### src/hw/scm_pkg.sv
// Package of constants and carrier types for the per-port config-space map.
// Overview of operation
// - Capability pointer is 40h; power management: ID 01h, next 48h.
// - Interrupt message capability at 48h returns ID 05h, next 68h.
// - Express capability at 68h returns ID 10h, next A4h.
// - Subsystem identity at A4h returns ID 0Dh, next 00h, ending chain.
// - Serial number at 100h returns ID 0003h, version 1h, next FB4h.
// - Error reporting at FB4h returns ID 0001h, next 138h.
// - Power budget at 138h returns ID 0004h, next 148h, upstream only.
// - Virtual channel at 148h: ID 0002h; next E00h with multicast else 000h.
// - Multicast at E00h: ID 0012h; next F24h with access control else B70h.
// - Access control decodes at F24h only, returns 000Dh, next B70h.
// - Vendor capability at B70h: ID 000Bh, next 000h, ending extended chain.
// - Multicast block exists except in legacy isolating port mode.
// - Vswitch mode: chip, station groups only for management, sideband.
// - Legacy isolating port shows chip, station groups virtual-side only.
// - Ports 0, 16, 20 have station groups; port 0 adds chip, virtual switch.
// - Virtual switch group 900h to 9ECh and F20h: port 0 in that mode only.
// - Configuration and memory requests both reach the same registers.
package scm_pkg;

    // ****************************************************************
    // Address and identity constants.
    // ****************************************************************
    localparam int SCM_AW = 12;
    localparam logic [4:0] SCM_PORT_CHIP = 5'h00;
    localparam logic [4:0] SCM_PORT_ST4 = 5'h10;
    localparam logic [4:0] SCM_PORT_ST5 = 5'h14;

    localparam logic [11:0] SCM_OFF_CAPPTR = 12'h034;
    localparam logic [11:0] SCM_OFF_PM = 12'h040;
    localparam logic [11:0] SCM_OFF_MSI = 12'h048;
    localparam logic [11:0] SCM_OFF_EXP = 12'h068;
    localparam logic [11:0] SCM_OFF_SSID = 12'h0a4;
    localparam logic [11:0] SCM_OFF_DSN = 12'h100;
    localparam logic [11:0] SCM_OFF_PWRB = 12'h138;
    localparam logic [11:0] SCM_OFF_VC = 12'h148;
    localparam logic [11:0] SCM_OFF_VEND = 12'hb70;
    localparam logic [11:0] SCM_OFF_MCAST = 12'he00;
    localparam logic [11:0] SCM_OFF_ACS = 12'hf24;
    localparam logic [11:0] SCM_OFF_AER = 12'hfb4;
    localparam logic [11:0] SCM_OFF_NONE = 12'h000;

    localparam logic [7:0] SCM_ID_PM = 8'h01;
    localparam logic [7:0] SCM_ID_MSI = 8'h05;
    localparam logic [7:0] SCM_ID_EXP = 8'h10;
    localparam logic [7:0] SCM_ID_SSID = 8'h0d;
    localparam logic [15:0] SCM_XID_DSN = 16'h0003;
    localparam logic [15:0] SCM_XID_AER = 16'h0001;
    localparam logic [15:0] SCM_XID_PWRB = 16'h0004;
    localparam logic [15:0] SCM_XID_VC = 16'h0002;
    localparam logic [15:0] SCM_XID_MCAST = 16'h0012;
    localparam logic [15:0] SCM_XID_ACS = 16'h000d;
    localparam logic [15:0] SCM_XID_VEND = 16'h000b;
    localparam logic [3:0] SCM_XVER = 4'h1;

    // Device-specific group ranges, inclusive word addresses.
    localparam logic [11:0] SCM_STN_LO = 12'h200;
    localparam logic [11:0] SCM_STN_HI = 12'h25c;
    localparam logic [11:0] SCM_CHIP_LO = 12'h260;
    localparam logic [11:0] SCM_CHIP_HI = 12'h3ac;
    localparam logic [11:0] SCM_VSW_LO = 12'h900;
    localparam logic [11:0] SCM_VSW_HI = 12'h9ec;
    localparam logic [11:0] SCM_VSW2 = 12'hf20;
    localparam logic [11:0] SCM_MC_HI = 12'he2c;
    localparam logic [11:0] SCM_ACS_HI = 12'hf2c;
    localparam logic [11:0] SCM_PWRB_HI = 12'h144;
    localparam logic [11:0] SCM_STORE_LO = 12'h1c0;

    // Scratch store for device-specific words; depth of word slots.
    localparam int SCM_STORE_WORDS = 16;
    localparam logic [31:0] SCM_ZERO = 32'h0000_0000;

    // ****************************************************************
    // Modes and carriers.
    // ****************************************************************
    typedef enum logic [1:0] {
        SCM_MODE_BASE = 2'b00,
        SCM_MODE_VSW = 2'b01,
        SCM_MODE_LEGACY = 2'b10
    } scm_mode_t;

    typedef enum logic [1:0] {
        SCM_SRC_CFG = 2'b00,
        SCM_SRC_MEM = 2'b01,
        SCM_SRC_MGMT = 2'b10,
        SCM_SRC_SIDE = 2'b11
    } scm_src_t;

    typedef struct packed {
        logic valid;
        logic write;
        scm_src_t src;
        logic virt_side;
        logic [11:0] addr;
        logic [3:0] be;
        logic [31:0] wdata;
    } scm_req_t;

    typedef struct packed {
        logic valid;
        logic hit;
        logic [31:0] rdata;
    } scm_rsp_t;

    typedef struct packed {
        logic [4:0] port_num;
        logic upstream;
        logic acs_en;
        scm_mode_t mode;
    } scm_cfg_t;

endpackage : scm_pkg

### src/hw/scm_port_map.sv
// Per-port configuration space decoder with capability chains and groups.
`timescale 1ns/10ps
`default_nettype none
module scm_port_map
(
    input wire logic sys_clk,
    input wire logic reset,
    input wire scm_pkg::scm_cfg_t cfg,
    input wire scm_pkg::scm_req_t req,
    output scm_pkg::scm_rsp_t rsp,
    output logic stn_present,
    output logic chip_present,
    output logic vsw_present
);
    import scm_pkg::*;

    // ****************************************************************
    // State.
    // ****************************************************************
    typedef struct packed {
        scm_rsp_t rsp;
        logic stn;
        logic chip;
        logic vsw;
        logic [SCM_STORE_WORDS-1:0][31:0] store;
    } scm_state_t;

    scm_state_t st_r;
    scm_state_t st_nxt;
    logic rom_hit;
    logic [31:0] rom_data;
    logic mcast_on;
    logic acs_on;
    logic pwrb_on;
    logic stn_port;
    logic chip_port;
    logic legacy;
    logic vmode;
    logic side_ok;
    logic grp_ok;
    logic in_stn;
    logic in_chip;
    logic in_vsw;
    logic in_store;
    logic dev_hit;
    logic [3:0] slot;

    // Inclusive range test used by every group decode.
    function automatic logic in_rng(input logic [11:0] a,
                                    input logic [11:0] lo,
                                    input logic [11:0] hi);
        in_rng = (a >= lo) && (a <= hi);
    endfunction

    // Byte lane merge for writes into the scratch store.
    function automatic logic [31:0] merge(input logic [31:0] old,
                                          input logic [31:0] wd,
                                          input logic [3:0] be);
        logic [31:0] r;
        r = old;
        for (int i = 0; i < 4; i++)
        begin
            if (be[i])
                r[8*i +: 8] = wd[8*i +: 8];
        end
        merge = r;
    endfunction

    // ****************************************************************
    // Presence decode.
    // ****************************************************************
    // Mode, port number, upstream and access control enable decide which blocks exist in this port.
    always_comb
    begin
        legacy = (cfg.mode == SCM_MODE_LEGACY);
        vmode = (cfg.mode == SCM_MODE_VSW);
        mcast_on = !legacy;
        acs_on = cfg.acs_en;
        pwrb_on = cfg.upstream;
        chip_port = (cfg.port_num == SCM_PORT_CHIP);
        stn_port = chip_port || (cfg.port_num == SCM_PORT_ST4)
                   || (cfg.port_num == SCM_PORT_ST5);
        side_ok = !vmode || (req.src == SCM_SRC_MGMT)
                  || (req.src == SCM_SRC_SIDE);
        grp_ok = side_ok && (!legacy || req.virt_side);
    end

    scm_rom scm_rom_i
    (
        .addr(req.addr),
        .mcast_on(mcast_on),
        .acs_on(acs_on),
        .pwrb_on(pwrb_on),
        .hit(rom_hit),
        .data(rom_data)
    );

    // Group decode of the request address.
    always_comb
    begin
        in_stn = stn_port && grp_ok
                 && in_rng(req.addr, SCM_STN_LO, SCM_STN_HI);
        in_chip = chip_port && grp_ok
                  && in_rng(req.addr, SCM_CHIP_LO, SCM_CHIP_HI);
        in_vsw = chip_port && vmode && side_ok
                 && (in_rng(req.addr, SCM_VSW_LO, SCM_VSW_HI)
                     || req.addr == SCM_VSW2);
        in_store = in_stn || in_chip || in_vsw;
        dev_hit = in_store;
        slot = req.addr[5:2];
    end

    // ****************************************************************
    // Next state.
    // ****************************************************************
    // Config and memory sources follow one path; misses read zero.
    always_comb
    begin
        st_nxt = st_r;
        st_nxt.rsp.valid = req.valid;
        st_nxt.rsp.hit = 1'b0;
        st_nxt.rsp.rdata = SCM_ZERO;
        // Presence follows the port setup only; idle request lines carry
        // no meaning, so the interface side is enforced per access instead.
        st_nxt.stn = stn_port;
        st_nxt.chip = chip_port;
        st_nxt.vsw = chip_port && vmode;
        if (req.valid)
        begin
            if (rom_hit)
            begin
                st_nxt.rsp.hit = 1'b1;
                st_nxt.rsp.rdata = req.write ? SCM_ZERO : rom_data;
            end
            else if (dev_hit)
            begin
                st_nxt.rsp.hit = 1'b1;
                if (req.write)
                    st_nxt.store[slot] = merge(st_r.store[slot],
                                               req.wdata, req.be);
                else
                    st_nxt.rsp.rdata = st_r.store[slot];
            end
            // Anything else is reserved: zero read, write dropped.
        end
    end

    // Register the whole state.
    always_ff @(posedge sys_clk or posedge reset)
    begin
        if (reset)
            st_r <= '0;
        else
            st_r <= st_nxt;
    end

    assign rsp = st_r.rsp;
    assign stn_present = st_r.stn;
    assign chip_present = st_r.chip;
    assign vsw_present = st_r.vsw;

endmodule // scm_port_map
`default_nettype wire

### src/hw/scm_rom.sv
// Capability chain header lookup for one port.
`timescale 1ns/10ps
`default_nettype none
module scm_rom
(
    input wire logic [11:0] addr,
    input wire logic mcast_on,
    input wire logic acs_on,
    input wire logic pwrb_on,
    output logic hit,
    output logic [31:0] data
);
    import scm_pkg::*;

    // ****************************************************************
    // Header word builders.
    // ****************************************************************
    function automatic logic [31:0] std_hdr(input logic [11:0] nxt,
                                            input logic [7:0] id);
        std_hdr = {16'h0000, nxt[7:0], id};
    endfunction

    function automatic logic [31:0] ext_hdr(input logic [11:0] nxt,
                                            input logic [15:0] id);
        ext_hdr = {nxt, SCM_XVER, id};
    endfunction

    // Chain decode; absent blocks leave hit low so the word reads zero.
    always_comb
    begin
        hit = 1'b1;
        data = SCM_ZERO;
        case (addr)
            SCM_OFF_CAPPTR: data = {24'h000000, SCM_OFF_PM[7:0]};
            SCM_OFF_PM: data = std_hdr(SCM_OFF_MSI, SCM_ID_PM);
            SCM_OFF_MSI: data = std_hdr(SCM_OFF_EXP, SCM_ID_MSI);
            SCM_OFF_EXP: data = std_hdr(SCM_OFF_SSID, SCM_ID_EXP);
            SCM_OFF_SSID: data = std_hdr(SCM_OFF_NONE, SCM_ID_SSID);
            SCM_OFF_DSN: data = ext_hdr(SCM_OFF_AER, SCM_XID_DSN);
            SCM_OFF_AER: data = ext_hdr(SCM_OFF_PWRB, SCM_XID_AER);
            SCM_OFF_PWRB:
            begin
                hit = pwrb_on;
                data = pwrb_on ? ext_hdr(SCM_OFF_VC, SCM_XID_PWRB) : SCM_ZERO;
            end
            SCM_OFF_VC: data = ext_hdr(mcast_on ? SCM_OFF_MCAST : SCM_OFF_NONE,
                                       SCM_XID_VC);
            SCM_OFF_MCAST:
            begin
                hit = mcast_on;
                data = mcast_on ? ext_hdr(acs_on ? SCM_OFF_ACS : SCM_OFF_VEND,
                                          SCM_XID_MCAST) : SCM_ZERO;
            end
            SCM_OFF_ACS:
            begin
                hit = acs_on;
                data = acs_on ? ext_hdr(SCM_OFF_VEND, SCM_XID_ACS)
                              : SCM_ZERO;
            end
            SCM_OFF_VEND: data = ext_hdr(SCM_OFF_NONE, SCM_XID_VEND);
            default: hit = 1'b0;
        endcase
    end

endmodule // scm_rom
`default_nettype wire

### config.mk
export PLATFORM = sky130hd
export DESIGN_NAME = scm_port_map
export DESIGN_NICKNAME = d
export VERILOG_FILES = /design/src/hw/scm_pkg.sv /design/src/hw/scm_port_map.sv /design/src/hw/scm_rom.sv
export SDC_FILE = /design/constraint.sdc
export NUM_CORES = 1
export LEC_CHECK = 0
export ABC_AREA = 1
export BUFFER_PORTS_ARGS = -buffer_cell sky130_fd_sc_hd__buf_2
export CORE_MARGIN = 2
export CORE_UTILIZATION = 50
export CTS_BUF_LIST = sky130_fd_sc_hd__clkbuf_8
export DETAILED_ROUTE_END_ITERATION = 12
export PLACE_DENSITY = 0.71
export SETUP_SLACK_MARGIN = 0.02
export SLEW_MARGIN = 5
export SYNTH_ARGS = -nofsm -noshare
export SYNTH_HDL_FRONTEND = slang
export SYNTH_SLANG_ARGS = --single-unit
### constraint.sdc
create_clock -name sys_clk -period 20.5 [get_ports sys_clk]
set_input_delay 0 -clock sys_clk [delete_from_list [all_inputs] [get_ports sys_clk]]
set_output_delay 0 -clock sys_clk [all_outputs]
set_load 0.02 [all_outputs]
### Word level (Yosys, flattened, before mapping)

Index checks and enable logic that the tools add are counted.

* flip-flop bits (word level): 549
* logic and storage cells: 112
* output and inout port bits: 37
* bits of input ports: 64

* bitwise operators: 1
* order comparisons: 8
* reduce and logical (&&, ||, !) cells: 25
* mux-type cells: 37
* equality and inequality tests: 19

Operators with widths (number)
* $bwmux 512: 1
* $pmux 32 s12: 1
* $mux 32: 6
* $mux 8: 20
* $bmux 32 s4: 1
* $demux 32 s4: 1
* $mux 33: 3
* $eq 12x12->1 const B: 5
* $eq 12x7->1 const B: 3
* $eq 12x9->1 const B: 3
* $mux 29: 1
* $ge 12x10->1 const B: 2
* $le 12x10->1 const B: 2
* $eq 12x6->1 const B: 1
* $eq 12x8->1 const B: 1
* $ge 12x12->1 const B: 1
* $le 12x12->1 const B: 1
* $logic_and 1x1->1: 12
* $mux 12: 1
* $mux 11: 1
* $eq 5x5->1 const B: 2
* $reduce_or 9->1: 1
* $logic_or 1x1->1: 8
* $eq 2x2->1 const B: 3
* other kinds (8): 9

### Logic depth before layout (Yosys ltp)

Gate-level depths: netlist of run 1.

* depth after elaboration: 13
* gate-level depth with buffers: 15
* gate-level depth less buffers: 13

### By module

From an unflattened synthesis of run 1, not the netlist that was laid out.

* cells, all modules: 3325
* area total of the unflattened synthesis: 26086.3 sq um

Modules (own cells, without submodules)
* scm_port_map: sequential area each 13738.2 sq um, area each 25514.5 sq um, instances 1, cells each 3202
* scm_rom: sequential area each 0.0 sq um, area each 571.8 sq um, instances 1, cells each 123

### Least setup slack after synthesis of run 1

No wires, ideal clock.

* path kind: input port to flip-flop
* from: input req[41] (netlist bit)
* to: register st_r[64] (netlist bit)
* path buffers: 3
* library setup time: 0.117 ns
* required time: 20.383 ns
* path slack: 18.785 ns
* stages: 13
* data arrival time: 1.598 ns
* cell sequence: nand2_1 -> buf_2 -> nor2_2 -> nand3_1 -> nand3_1 -> nor2_1 -> nand3_2 -> nor2_4 -> buf_2 -> nand3_1 -> buf_2 -> nand2_1 -> nand2_1

* cells in the longest elaborated chain, start to end: 8
* elaborated cells between the ends (all ways): 45
* those cells by class: order compare (8); eq/ne (13); mux (11); bitwise (1); reduce/logical (12)

RTL lines
* from (decl): line scm_port_map.sv:9 `input wire scm_pkg::scm_req_t req,`
* $bmux 32 s4: line scm_port_map.sv:139 `st_nxt.store[slot] = merge(st_r.store[slot],`
* $mux 32 (not written as such): line scm_port_map.sv:139
* $mux 8: line scm_port_map.sv:63 `if (be[i])`
* $mux 8: line scm_port_map.sv:138 `if (req.write)`
* $mux 8: line scm_port_map.sv:135 `else if (dev_hit)`
* $mux 8: line scm_port_map.sv:130 `if (rom_hit)`
* $mux 8: line scm_port_map.sv:128 `if (req.valid)`
* $bwmux 512: line scm_port_map.sv:139
* to (signal assigned): line scm_port_map.sv:154 `st_r <= st_nxt;`
* to (decl): line scm_port_map.sv:28 `scm_state_t st_r;`

Several ways; a longest one is shown, not always the timed one. The select of a mux whose other input is x is not followed.
A chain may end at the register's enable or synchronous reset.

### Worst setup path in the final report of run 1

* from: input req[38] (netlist bit)
* to: register st_r[429] (netlist bit)

Same word-level chain as after synthesis.

==> metrics, run 1 <==
switching portion of total power between 20 and 30%; fin util 55.6%; vias about 25,000; Max clock buf depth 3; Num Clock Sinks 549; Die Y approximately 230 um; Syn Std Cell Area 26,600 um^2; CTS tree done; final setup violation count 0; Most common cell on crit path nand2_1; worst-path maximum fanout about 250; Logic pwr share 5.9%; post-synth top area cell dfrtp_1; Initial Util 50.6%; Tot GR Track Use between 30% and 40%; LEAKAGE 16.3 nW; Synth cell types 22; Internal Power about 1.6 mW; TritonRoute pass-1 iters 6; RSZ-0062 raised after global routing false; Max Clk Rate about 0.21 GHz; post-DP HPWL 46,000 um; io pins between 100 and 150; most frequent cells in the layout nand2_1, nand3_1, dfrtp_1; kind of critical path in2reg; Final period util a little under a quarter; per-cell routed wire length ~22 um; power per standard cell area approximately 75 nW/um^2; hold path cells 2; Post-Route WL between 90,000 and 100,000 um; Avg Inst Size Synth between 7 and 8 um^2; global-route wire length before repair around 140,000 um; part of the power in registers 49.6%; R2R depth 8; Area Growth Syn to Fin 9.98%; DRT iter0 DRCs 3,489; setup TNS 0 ps; Root Buffer clkbuf_8; max cap viols 0; most common cell after layout, fill and taps aside nand2_1; syn_nets 3,529; CP Launch Type input port; R2R Setup Slk about 18,000 ps; Post-DRT Antenna Nets 0; top cells by area, synth dfrtp_1, nand2_1, nand3_1, a22oi_1, buf_2; status complete, but fails checks; failing checks max-slew violations; Worst Path Arrival 5430 ps; PortBufs 99; VDD IR max around 48 uV; CP Cell Sequence dlygate4sd3_1 -> buf_2 -> nand2_1 -> inv_4 -> nand3_1 -> nand2_1 -> nand2_1 -> nand2_1 -> nand2_1 -> nand2_1 -> nand3_1 -> nand2_1 -> nor2_4 -> buf_4 -> buf_12 -> buf_4 -> nand3_1 -> nand2_1; largest net degree at the start of global routing roughly 250; Reg clk slew, reported paths roughly 60 ps; Cells after Synth roughly 3,500; grt total ovfl 0; CP max stage delay roughly 900 ps; layout cells sized above 1 under 10%; Final min period ~4800 ps; post-synth top area share roughly 52%; drt via density 5.93; Switch Pwr about 0.57 mW; WP data required ~21,000 ps; fin nets around 3,500; clock network fraction of total power 44.4%; Placeable Area about 53,000 um^2; vias in the first global route roughly 23,000; sequential area share after synthesis between 50% and 60%; YS warnings 0; htree depth 3; hold wc startpoint req[52]; Fin. Hold Viols 0; remaining design rule violation count 0; chip width ~230 um; Worst-Skew Late Latency about 700 ps; actual slew at the worst max-slew pin 1530 ps; row cnt 84; initial antenna violation count 2; final slew viol count 86; slowest stage cell, crit path buf_4; CP Capture Type flip-flop; Reg-to-Reg Start st_r[142]$_DFFE_PP0P_; slew margin rel. -1.99%; WHS Endpoint rsp[33]$_DFF_PP0_; Seq cells post-synth roughly 550; DIE AREA approximately 55,000 um^2; capture point of the worst reg-to-reg path st_r[270]$_DFFE_PP0P_; Tightest Hold Check Type in2reg; cts bufs inserted 91; final RePlAce weighted congestion about 0.92; cts repair resizes 0; skew final ~30 ps; hold_ws between 40 and 50 ps
worst max-delay path, delay by kind of cell:
kind / cells / cell delay (ps)
buffers and inverters: 6 / 3100
AND/OR/NAND/NOR: 12 / 1650
timing repair:
action / CTS / global route
hold buffers: 21 / 0
setup endpoints to repair: 0 / 0
setup buffers: 0 / 0
hold endpoints to repair: 108 / 0
metal layers:
metal	part of all wire (%)	wire length, um	global-route usage (%)
met5	0.012	11	0
met4	3.8	3480	12.2
met3	12	11300	8.02
met2	43	38800	47.6
met1	41	37100	47.1
registers in the layout, indices dropped and copies added, names as in the netlist:
signal and flops:
chip_present 1, st_r 512, vsw_present 1, stn_present 1
rsp 34
power by group through the flow:
stage	sequential (mW)	combinational, mW	clock [mW]
final	1.09	0.131	0.977
after global routing	1.09	0.139	1.03
after CTS	1.09	0.128	0.986
after detailed placement	1.11	0.125	0
after global placement	1.11	0.125	0
after floorplan	1.11	0.0721	0
through the flow:
stage	power, mW	worst slack, ps	cell area (um^2)	cells
floorplan	1.18	5150	26600	3465
global route	2.27	15620	29300	4191
finish	2.20	15690	29300	4193
CTS	2.21	16100	29300	4191
global placement	1.24	15950	27200	4007
detailed placement	1.24	15950	27200	4007
cells in the mapped netlist, drive strengths merged:
| library cell | count |
|---|---|
| o211ai | 1 |
| dfrtp | 549 |
| a21oi | 2 |
| o21ai | 45 |
| inv | 50 |
| nand2 | 1575 |
| a31oi | 1 |
| nor4 | 1 |
| nor2 | 122 |
| nor3 | 14 |
| buf | 184 |
| a21boi | 1 |
| nand3 | 568 |
| clkbuf | 114 |
| nand4 | 46 |
| a22oi | 192 |
kinds of logic (layout without fill, tap and decap cells):
| kind of cell | Yosys count | count (layout) | synth area share (%) |
|---|---|---|---|
| AND/OR/NAND/NOR | 2326 | 2326 | 36.0 |
| flip-flops | 549 | 549 | 51.6 |
| buffers and inverters | 348 | 386 | 6.04 |
| AO/OA/AOI/OAI | 242 | 242 | 6.37 |
| other | 0 | 2 | 0 |
how the worst max path moves through the flow:
stage                             endpoint  startpoint  slack [ps]
global placement     st_r[110]$_DFFE_PP0P_     req[38]       15950
CTS                  st_r[296]$_DFFE_PP0P_     req[38]       16100
global route         st_r[294]$_DFFE_PP0P_     req[38]       15620
floorplan           chip_present$_DFF_PP0_       reset        5150
detailed placement   st_r[296]$_DFFE_PP0P_     req[38]       15950
finish               st_r[429]$_DFFE_PP0P_     req[38]       15690
final cells by class:
cell class	count	area (um^2)
timing repair buffer	173	1130
clock inverter	46	231
sequential	549	13700
multi-input combinational	2568	11500
antenna	2	5.00
tap	688	861
fill	4923	23400
clock buffer	117	1610
inverter	50	200
Note: power is estimated with default switching activity, not from simulation.
==> run 2: changes to the inputs <==
--- a/config.mk
+++ b/config.mk
@@ -5,7 +5,7 @@
 export SDC_FILE = /design/constraint.sdc
 export NUM_CORES = 1
 export LEC_CHECK = 0
-export ABC_AREA = 1
+export ABC_AREA = 0
 export BUFFER_PORTS_ARGS = -buffer_cell sky130_fd_sc_hd__buf_2
 export CORE_MARGIN = 2
 export CORE_UTILIZATION = 50
==> constraint.sdc (replaced) <==
create_clock -name sys_clk -period 4.75 [get_ports sys_clk]
set_input_delay 0 -clock sys_clk [delete_from_list [all_inputs] [get_ports sys_clk]]
set_output_delay 0 -clock sys_clk [all_outputs]
set_load 0.02 [all_outputs]
==> run 2 against run 1 <==
The run now ends clean. Routed wire length shrank 34%. Clock skew rose by 19 ps. Hold slack got worse by 17 ps. Flip-flop and latch count unchanged. Via count is 39% lower. Largest power group unchanged. Highest routed layer is now met4.
==> metrics, run 2 <==
Num Clock Sinks between 500 and 600; TritonRoute pass-1 iters 5; cts bufs inserted around 90; Tightest Hold Check Type in2reg; final slew viol count 0; CP Capture Type flip-flop; row cnt between 80 and 90; largest family of logic cells by synthesized area multiplexers; CP Launch Type input port; EDFF count, synth 0; Setup WS pre-CTS 1310 ps; Worst Path Arrival between 4000 and 5000 ps; max reg flops a little over 500; Worst-Skew Late Latency 690 ps; XOR/XNOR Fraction of Synth Area 0%; Area Growth Syn to Fin 13.4%; Synth Area in Simple Gates between 4 and 5%; mux cell area share after synthesis 36.3%; Final WS setup 1270 ps; Die Y 231 um; VDD IR max just over 200 uV; chip width 231 um; Cells after Synth roughly 1,700; power per standard cell area between 300 and 400 nW/um^2; Root Buffer clkbuf_8; vias in the first global route ~16,000; max cap viols 0; DRT iter0 DRCs around 1,000; final RePlAce weighted congestion slightly below 0.9; Post-Route WL between 60,000 and 70,000 um; YS warnings 0; Syn Std Cell Area roughly 26,000 um^2; status completed; setup TNS 0 ps; final setup violation count 0; layout cells sized above 1 about 50%; complex-gate fraction of the synthesized area 2.39%; Reg with most FFs st_r; PortBufs 99; Reg clk slew, reported paths 60 ps; sequential area share after synthesis between 50 and 60%; RSZ-0062 raised after global routing false; fin util approximately 57%; top post-synthesis cells by count dfrtp_1, mux2_2, mux4_2, buf_2, nor2_1; Final min period 3480 ps; most common cell in the netlist dfrtp_1; post-synthesis adder-cell area fraction 0%; worst-path maximum fanout 23; LEAKAGE between 10 and 15 nW; initial antenna violation count 1; Top FF cell, synth dfrtp_1; vias about 15,000; syn_nets about 1,800; Synth cell types between 50 and 60; actual slew at the worst max-slew pin approximately 1000 ps; WP data required between 5000 and 6000 ps; io pins 101; Initial Util approximately half; top cells by area, synth dfrtp_1, mux2_2, mux4_2, buf_4, buf_2; Final period util between 70 and 80%; grt total ovfl 0; most common cell after layout, fill and taps aside dfrtp_1; Final Power 9.33 mW; htree depth 3; Avg Inst Size Synth approximately 15 um^2; Placeable Area around 50,000 um^2; per-cell routed wire length around 23 um; non-filler instance count after layout 2,634; post-synth top area cell dfrtp_1; global-route wire length before repair 94,700 um; skew final 48.6 ps; post-synthesis async set-or-reset flop share between 90% and 100%; dpl cells about 2,400; # Post-CTS Setup Buffers 0; Max Clk Rate roughly 0.29 GHz; hold_ws between 30 and 40 ps; remaining design rule violation count 0; Max clock buf depth 3; most frequent cells in the layout dfrtp_1, mux2_2, mux4_2; Final Cell Area slightly below 30,000 um^2; fin nets 1,950; kind of critical path in2reg; Tot GR Track Use a little under a quarter; slew margin rel. approximately a third; Seq cells post-synth ~550; DIE AREA 53,400 um^2; post-synth top area share 53.3%; drt via density a little under 6; Fin. Hold Viols 0; CTS tree done; Post-DRT Antenna Nets 0; dpl cell area 26,800 um^2; post-DP HPWL around 35,000 um; largest net degree at the start of global routing between 150 and 200
==> run 2: cell types whose count changed after synthesis, sizes merged, moves of 47 or more <==
cell and change:
a22oi -192, mux4 +128, buf -47, mux2 +543, nor2 -53, nand2 -1535, nand3 -560, clkbuf -71
==> run 2: metal layers <==
layer | GRT usage, % | share of wire (%) | vias to the layer above | wire, um
met1 | 31.3 | 44 | 8134 | 26400
met3 | 3.67 | 4.3 | 93 | 2600
met2 | 38.4 | 49 | 347 | 29800
met4 | 8.33 | 2.4 | 0 | 1420
met5 | 0 | 0 | - | 0
li1 | - | - | 6683 | -
==> run 2: final cells by class <==
class	instances	area [um^2]
clock buffers	118	1620
flip-flops and latches	549	13700
multi-input cells	1001	11000
well taps	680	851
inverters	7	30.0
diodes	2	5.00
fillers	4088	21900
clock inverters	42	228
repair buffers	235	1750
==> run 2: where the power goes <==
group          switching, mW  total [mW]  internal [mW]
logic                  0.305       0.464          0.159
clock network           1.89        4.17           2.28
registers            0.00425        4.69           4.69
total                   2.20        9.33           7.13
==> run 2: worst paths after layout <==
check	startpoint	end	slack (ps)	cells past startpoint
max in group asynchronous	reset	st_r[69]$_DFFE_PP0P_	2800	5
min	req[23]	st_r[55]$_DFFE_PP0P_	30	4
max reg2reg	st_r[239]$_DFFE_PP0P_	st_r[175]$_DFFE_PP0P_	2110	6
max	req[45]	rsp[23]$_DFF_PP0_	1270	10
min in group asynchronous	reset	st_r[384]$_DFFE_PP0P_	550	4
min reg2reg	st_r[416]$_DFFE_PP0P_	st_r[416]$_DFFE_PP0P_	490	1
==> run 2: cells by family after synthesis <==
kind of cell | Yosys count
flops | 549
mux | 707
buf+inv | 187
compound gates | 101
simple gates | 193
==> run 2: critical path: stages <==
cell and delay (ps):
dlygate4sd3_1 530, buf_2 180, or4b_1 600, dlygate4sd3_1 600
nor3_1 460, a211oi_1 120, nand4_2 440, o21a_2 430
o31a_1 190, dlygate4sd3_1 530
==> run 2: repair_timing <==
action | in CTS | in global routing
hold buffers | 56 | 0
gates resized for setup | 0 | 0
endpoints found under the hold margin | 667 | 0
==> run 3: changes to the inputs <==
--- a/config.mk
+++ b/config.mk
@@ -11,7 +11,7 @@
 export CORE_UTILIZATION = 50
 export CTS_BUF_LIST = sky130_fd_sc_hd__clkbuf_8
 export DETAILED_ROUTE_END_ITERATION = 12
-export PLACE_DENSITY = 0.71
+export PLACE_DENSITY = 0.73
 export SETUP_SLACK_MARGIN = 0.02
 export SLEW_MARGIN = 5
 export SYNTH_ARGS = -nofsm -noshare
==> constraint.sdc (replaced) <==
create_clock -name sys_clk -period 3 [get_ports sys_clk]
set_input_delay 0 -clock sys_clk [delete_from_list [all_inputs] [get_ports sys_clk]]
set_output_delay 0 -clock sys_clk [all_outputs]
set_load 0.02 [all_outputs]
==> run 3 against run 2 <==
Final cell count grew 1.2%. Critical path depth grew 1. Combinational power grew 65%. Via count grew 1.3%. Die area is the same. Non-clock buffer count grew 29. Hold slack gained 37 ps. Routed wire length grew 1.4%. Utilization grew 0.89 points. Critical endpoint is now rsp[6]$_DFF_PP0_.
==> metrics, run 3 (same netlist as run 2, synthesis figures left out) <==
final RePlAce weighted congestion between 0.8 and 0.9; per-cell routed wire length between 20 and 25 um; slowest stage cell, crit path dlygate4sd3_1; Root Buffer clkbuf_8; io pins roughly 100; max reg flops 512; layout cells sized above 1 around half; vias around 15,000; Post-DRT Antenna Nets 0; CP max stage delay between 500 and 600 ps; Worst-Skew Late Latency around 700 ps; WP data required approximately 3600 ps; Final period util between 90 and 100%; worst-path maximum fanout 25; remaining design rule violation count 0; DRT iter0 DRCs 1,019; initial antenna violation count 0; Tot GR Track Use about a quarter; Placeable Area a little over 50,000 um^2; met3 Resource Use GR 3.78%; GR Layer Usage met2 between 30 and 40%; status completed; fin nets 1,977; Die Y approximately 230 um; setup TNS 0 ps; Reg clk slew, reported paths ~60 ps; kind of critical path in2reg; hold_ws 67.4 ps; Num Clock Sinks 549; final setup violation count 0; dpl cell area 27,300 um^2; post-DP HPWL roughly 37,000 um; most common cell after layout, fill and taps aside dfrtp_1; VDD IR max between 200 and 300 uV; DIE AREA roughly 53,000 um^2; Fin. Hold Viols 0; TritonRoute pass-1 iters 7; Worst Path Arrival 3400 ps; CP Launch Type input port; R2R depth 6; met1 global-route usage about a third; largest net degree at the start of global routing 118; Max Clk Rate approximately 0.35 GHz; Initial Util between 50% and 60%; htree depth 3; CP Cell Sequence dlygate4sd3_1 -> buf_2 -> buf_4 -> buf_4 -> nand4b_1 -> nor3_1 -> a211oi_1 -> nand4_4 -> o32ai_1 -> dlygate4sd3_1 -> and2_1; Post-Route WL 61,100 um; CTS tree done; Final Cell Area a little under 30,000 um^2; Setup crit end rsp[6]$_DFF_PP0_; PortBufs 99; actual slew at the worst max-slew pin about 700 ps; CP Launch Point req[40]; vias in the first global route 16,500; Reg-to-Reg Start st_r[230]$_DFFE_PP0P_; max cap viols 0; fin util 58.0%; row cnt 83; cts bufs inserted 90; LEAKAGE 14.8 nW; Tightest Hold Check Type in2reg; Final min period about 2800 ps; Max clock buf depth 3; CP Capture Type flip-flop; Area Growth Syn to Fin 15.2%; global route hottest layer met2; power per standard cell area approximately 500 nW/um^2; Final Power 14.8 mW; most frequent cells in the layout dfrtp_1, mux2_2, mux4_2; skew final approximately 40 ps; R2R Setup Slk 570 ps; grt total ovfl 0; drt via density 5.80; capture point of the worst reg-to-reg path rsp[6]$_DFF_PP0_; global-route wire length before repair approximately 96,000 um; slew margin rel. roughly 53%; antenna cells 0; chip width between 200 and 250 um; final slew viol count 0; RSZ-0062 raised after global routing false; Reg with most FFs st_r
==> run 3: cell types whose count changed in the layout (fill, tap and decap cells not counted), moves of 2 or more <==
cell,change
buf_4,+12
diode_2,-2
buf_12,+17
clkinvlp_4,+3
inv_1,+2
inv_6,-2
inv_8,+2
==> run 3: layout make-up <==
cell class / count / area [um^2]
Clock buffer: 117 / 1610
Tap cell: 680 / 851
Sequential cell: 549 / 13700
Inverter: 7 / 30.0
Timing Repair Buffer: 264 / 2180
Multi-Input combinational cell: 1001 / 11000
Fill cell: 3969 / 21500
Clock inverter: 47 / 263
==> run 3: report_power, final <==
group          internal (mW)  total, mW  switching, mW
sequential              7.42       7.43        0.00686
clock                   3.60       6.62           3.02
combinational          0.275      0.765          0.490
==> run 3: critical path: cells and delay by family <==
kind            cells  cell delay (ps)
buf+inv             5             1970
compound gates      2              270
simple gates        4             1140
==> run 3: worst min path at each step <==
| stage | from | to | depth (start not counted) |
|---|---|---|---|
| final | req[35] | st_r[127]$_DFFE_PP0P_ | 4 |
| after global routing | req[42] | rsp[23]$_DFF_PP0_ | 4 |
| after CTS | req[35] | st_r[127]$_DFFE_PP0P_ | 4 |
| after detailed placement | reset | chip_present$_DFF_PP0_ | 2 |
| after global placement | reset | chip_present$_DFF_PP0_ | 2 |
| after floorplan | req[52] | rsp[33]$_DFF_PP0_ | 0 |
==> run 3: metrics by stage <==
stage,worst slack (ps),instances
floorplan,-4470,1737
global placement,319,2445
detailed placement,231,2445
CTS,155,2665
global route,27.7,2665
finish,164,2665
==> run 3: layer usage <==
metal  wire, um  up-vias
met5          0        -
met3       2420      118
met4       1630        0
li1           -     6752
met2      30000      334
met1      27100     8247
==> run 3: timing repair <==
action | CTS | global route
buffers inserted | 0 | 0
hold buffers | 56 | 0
hold endpoints to repair | 860 | 0
endpoints found under the setup margin | 0 | 2
resized for setup | 0 | 1
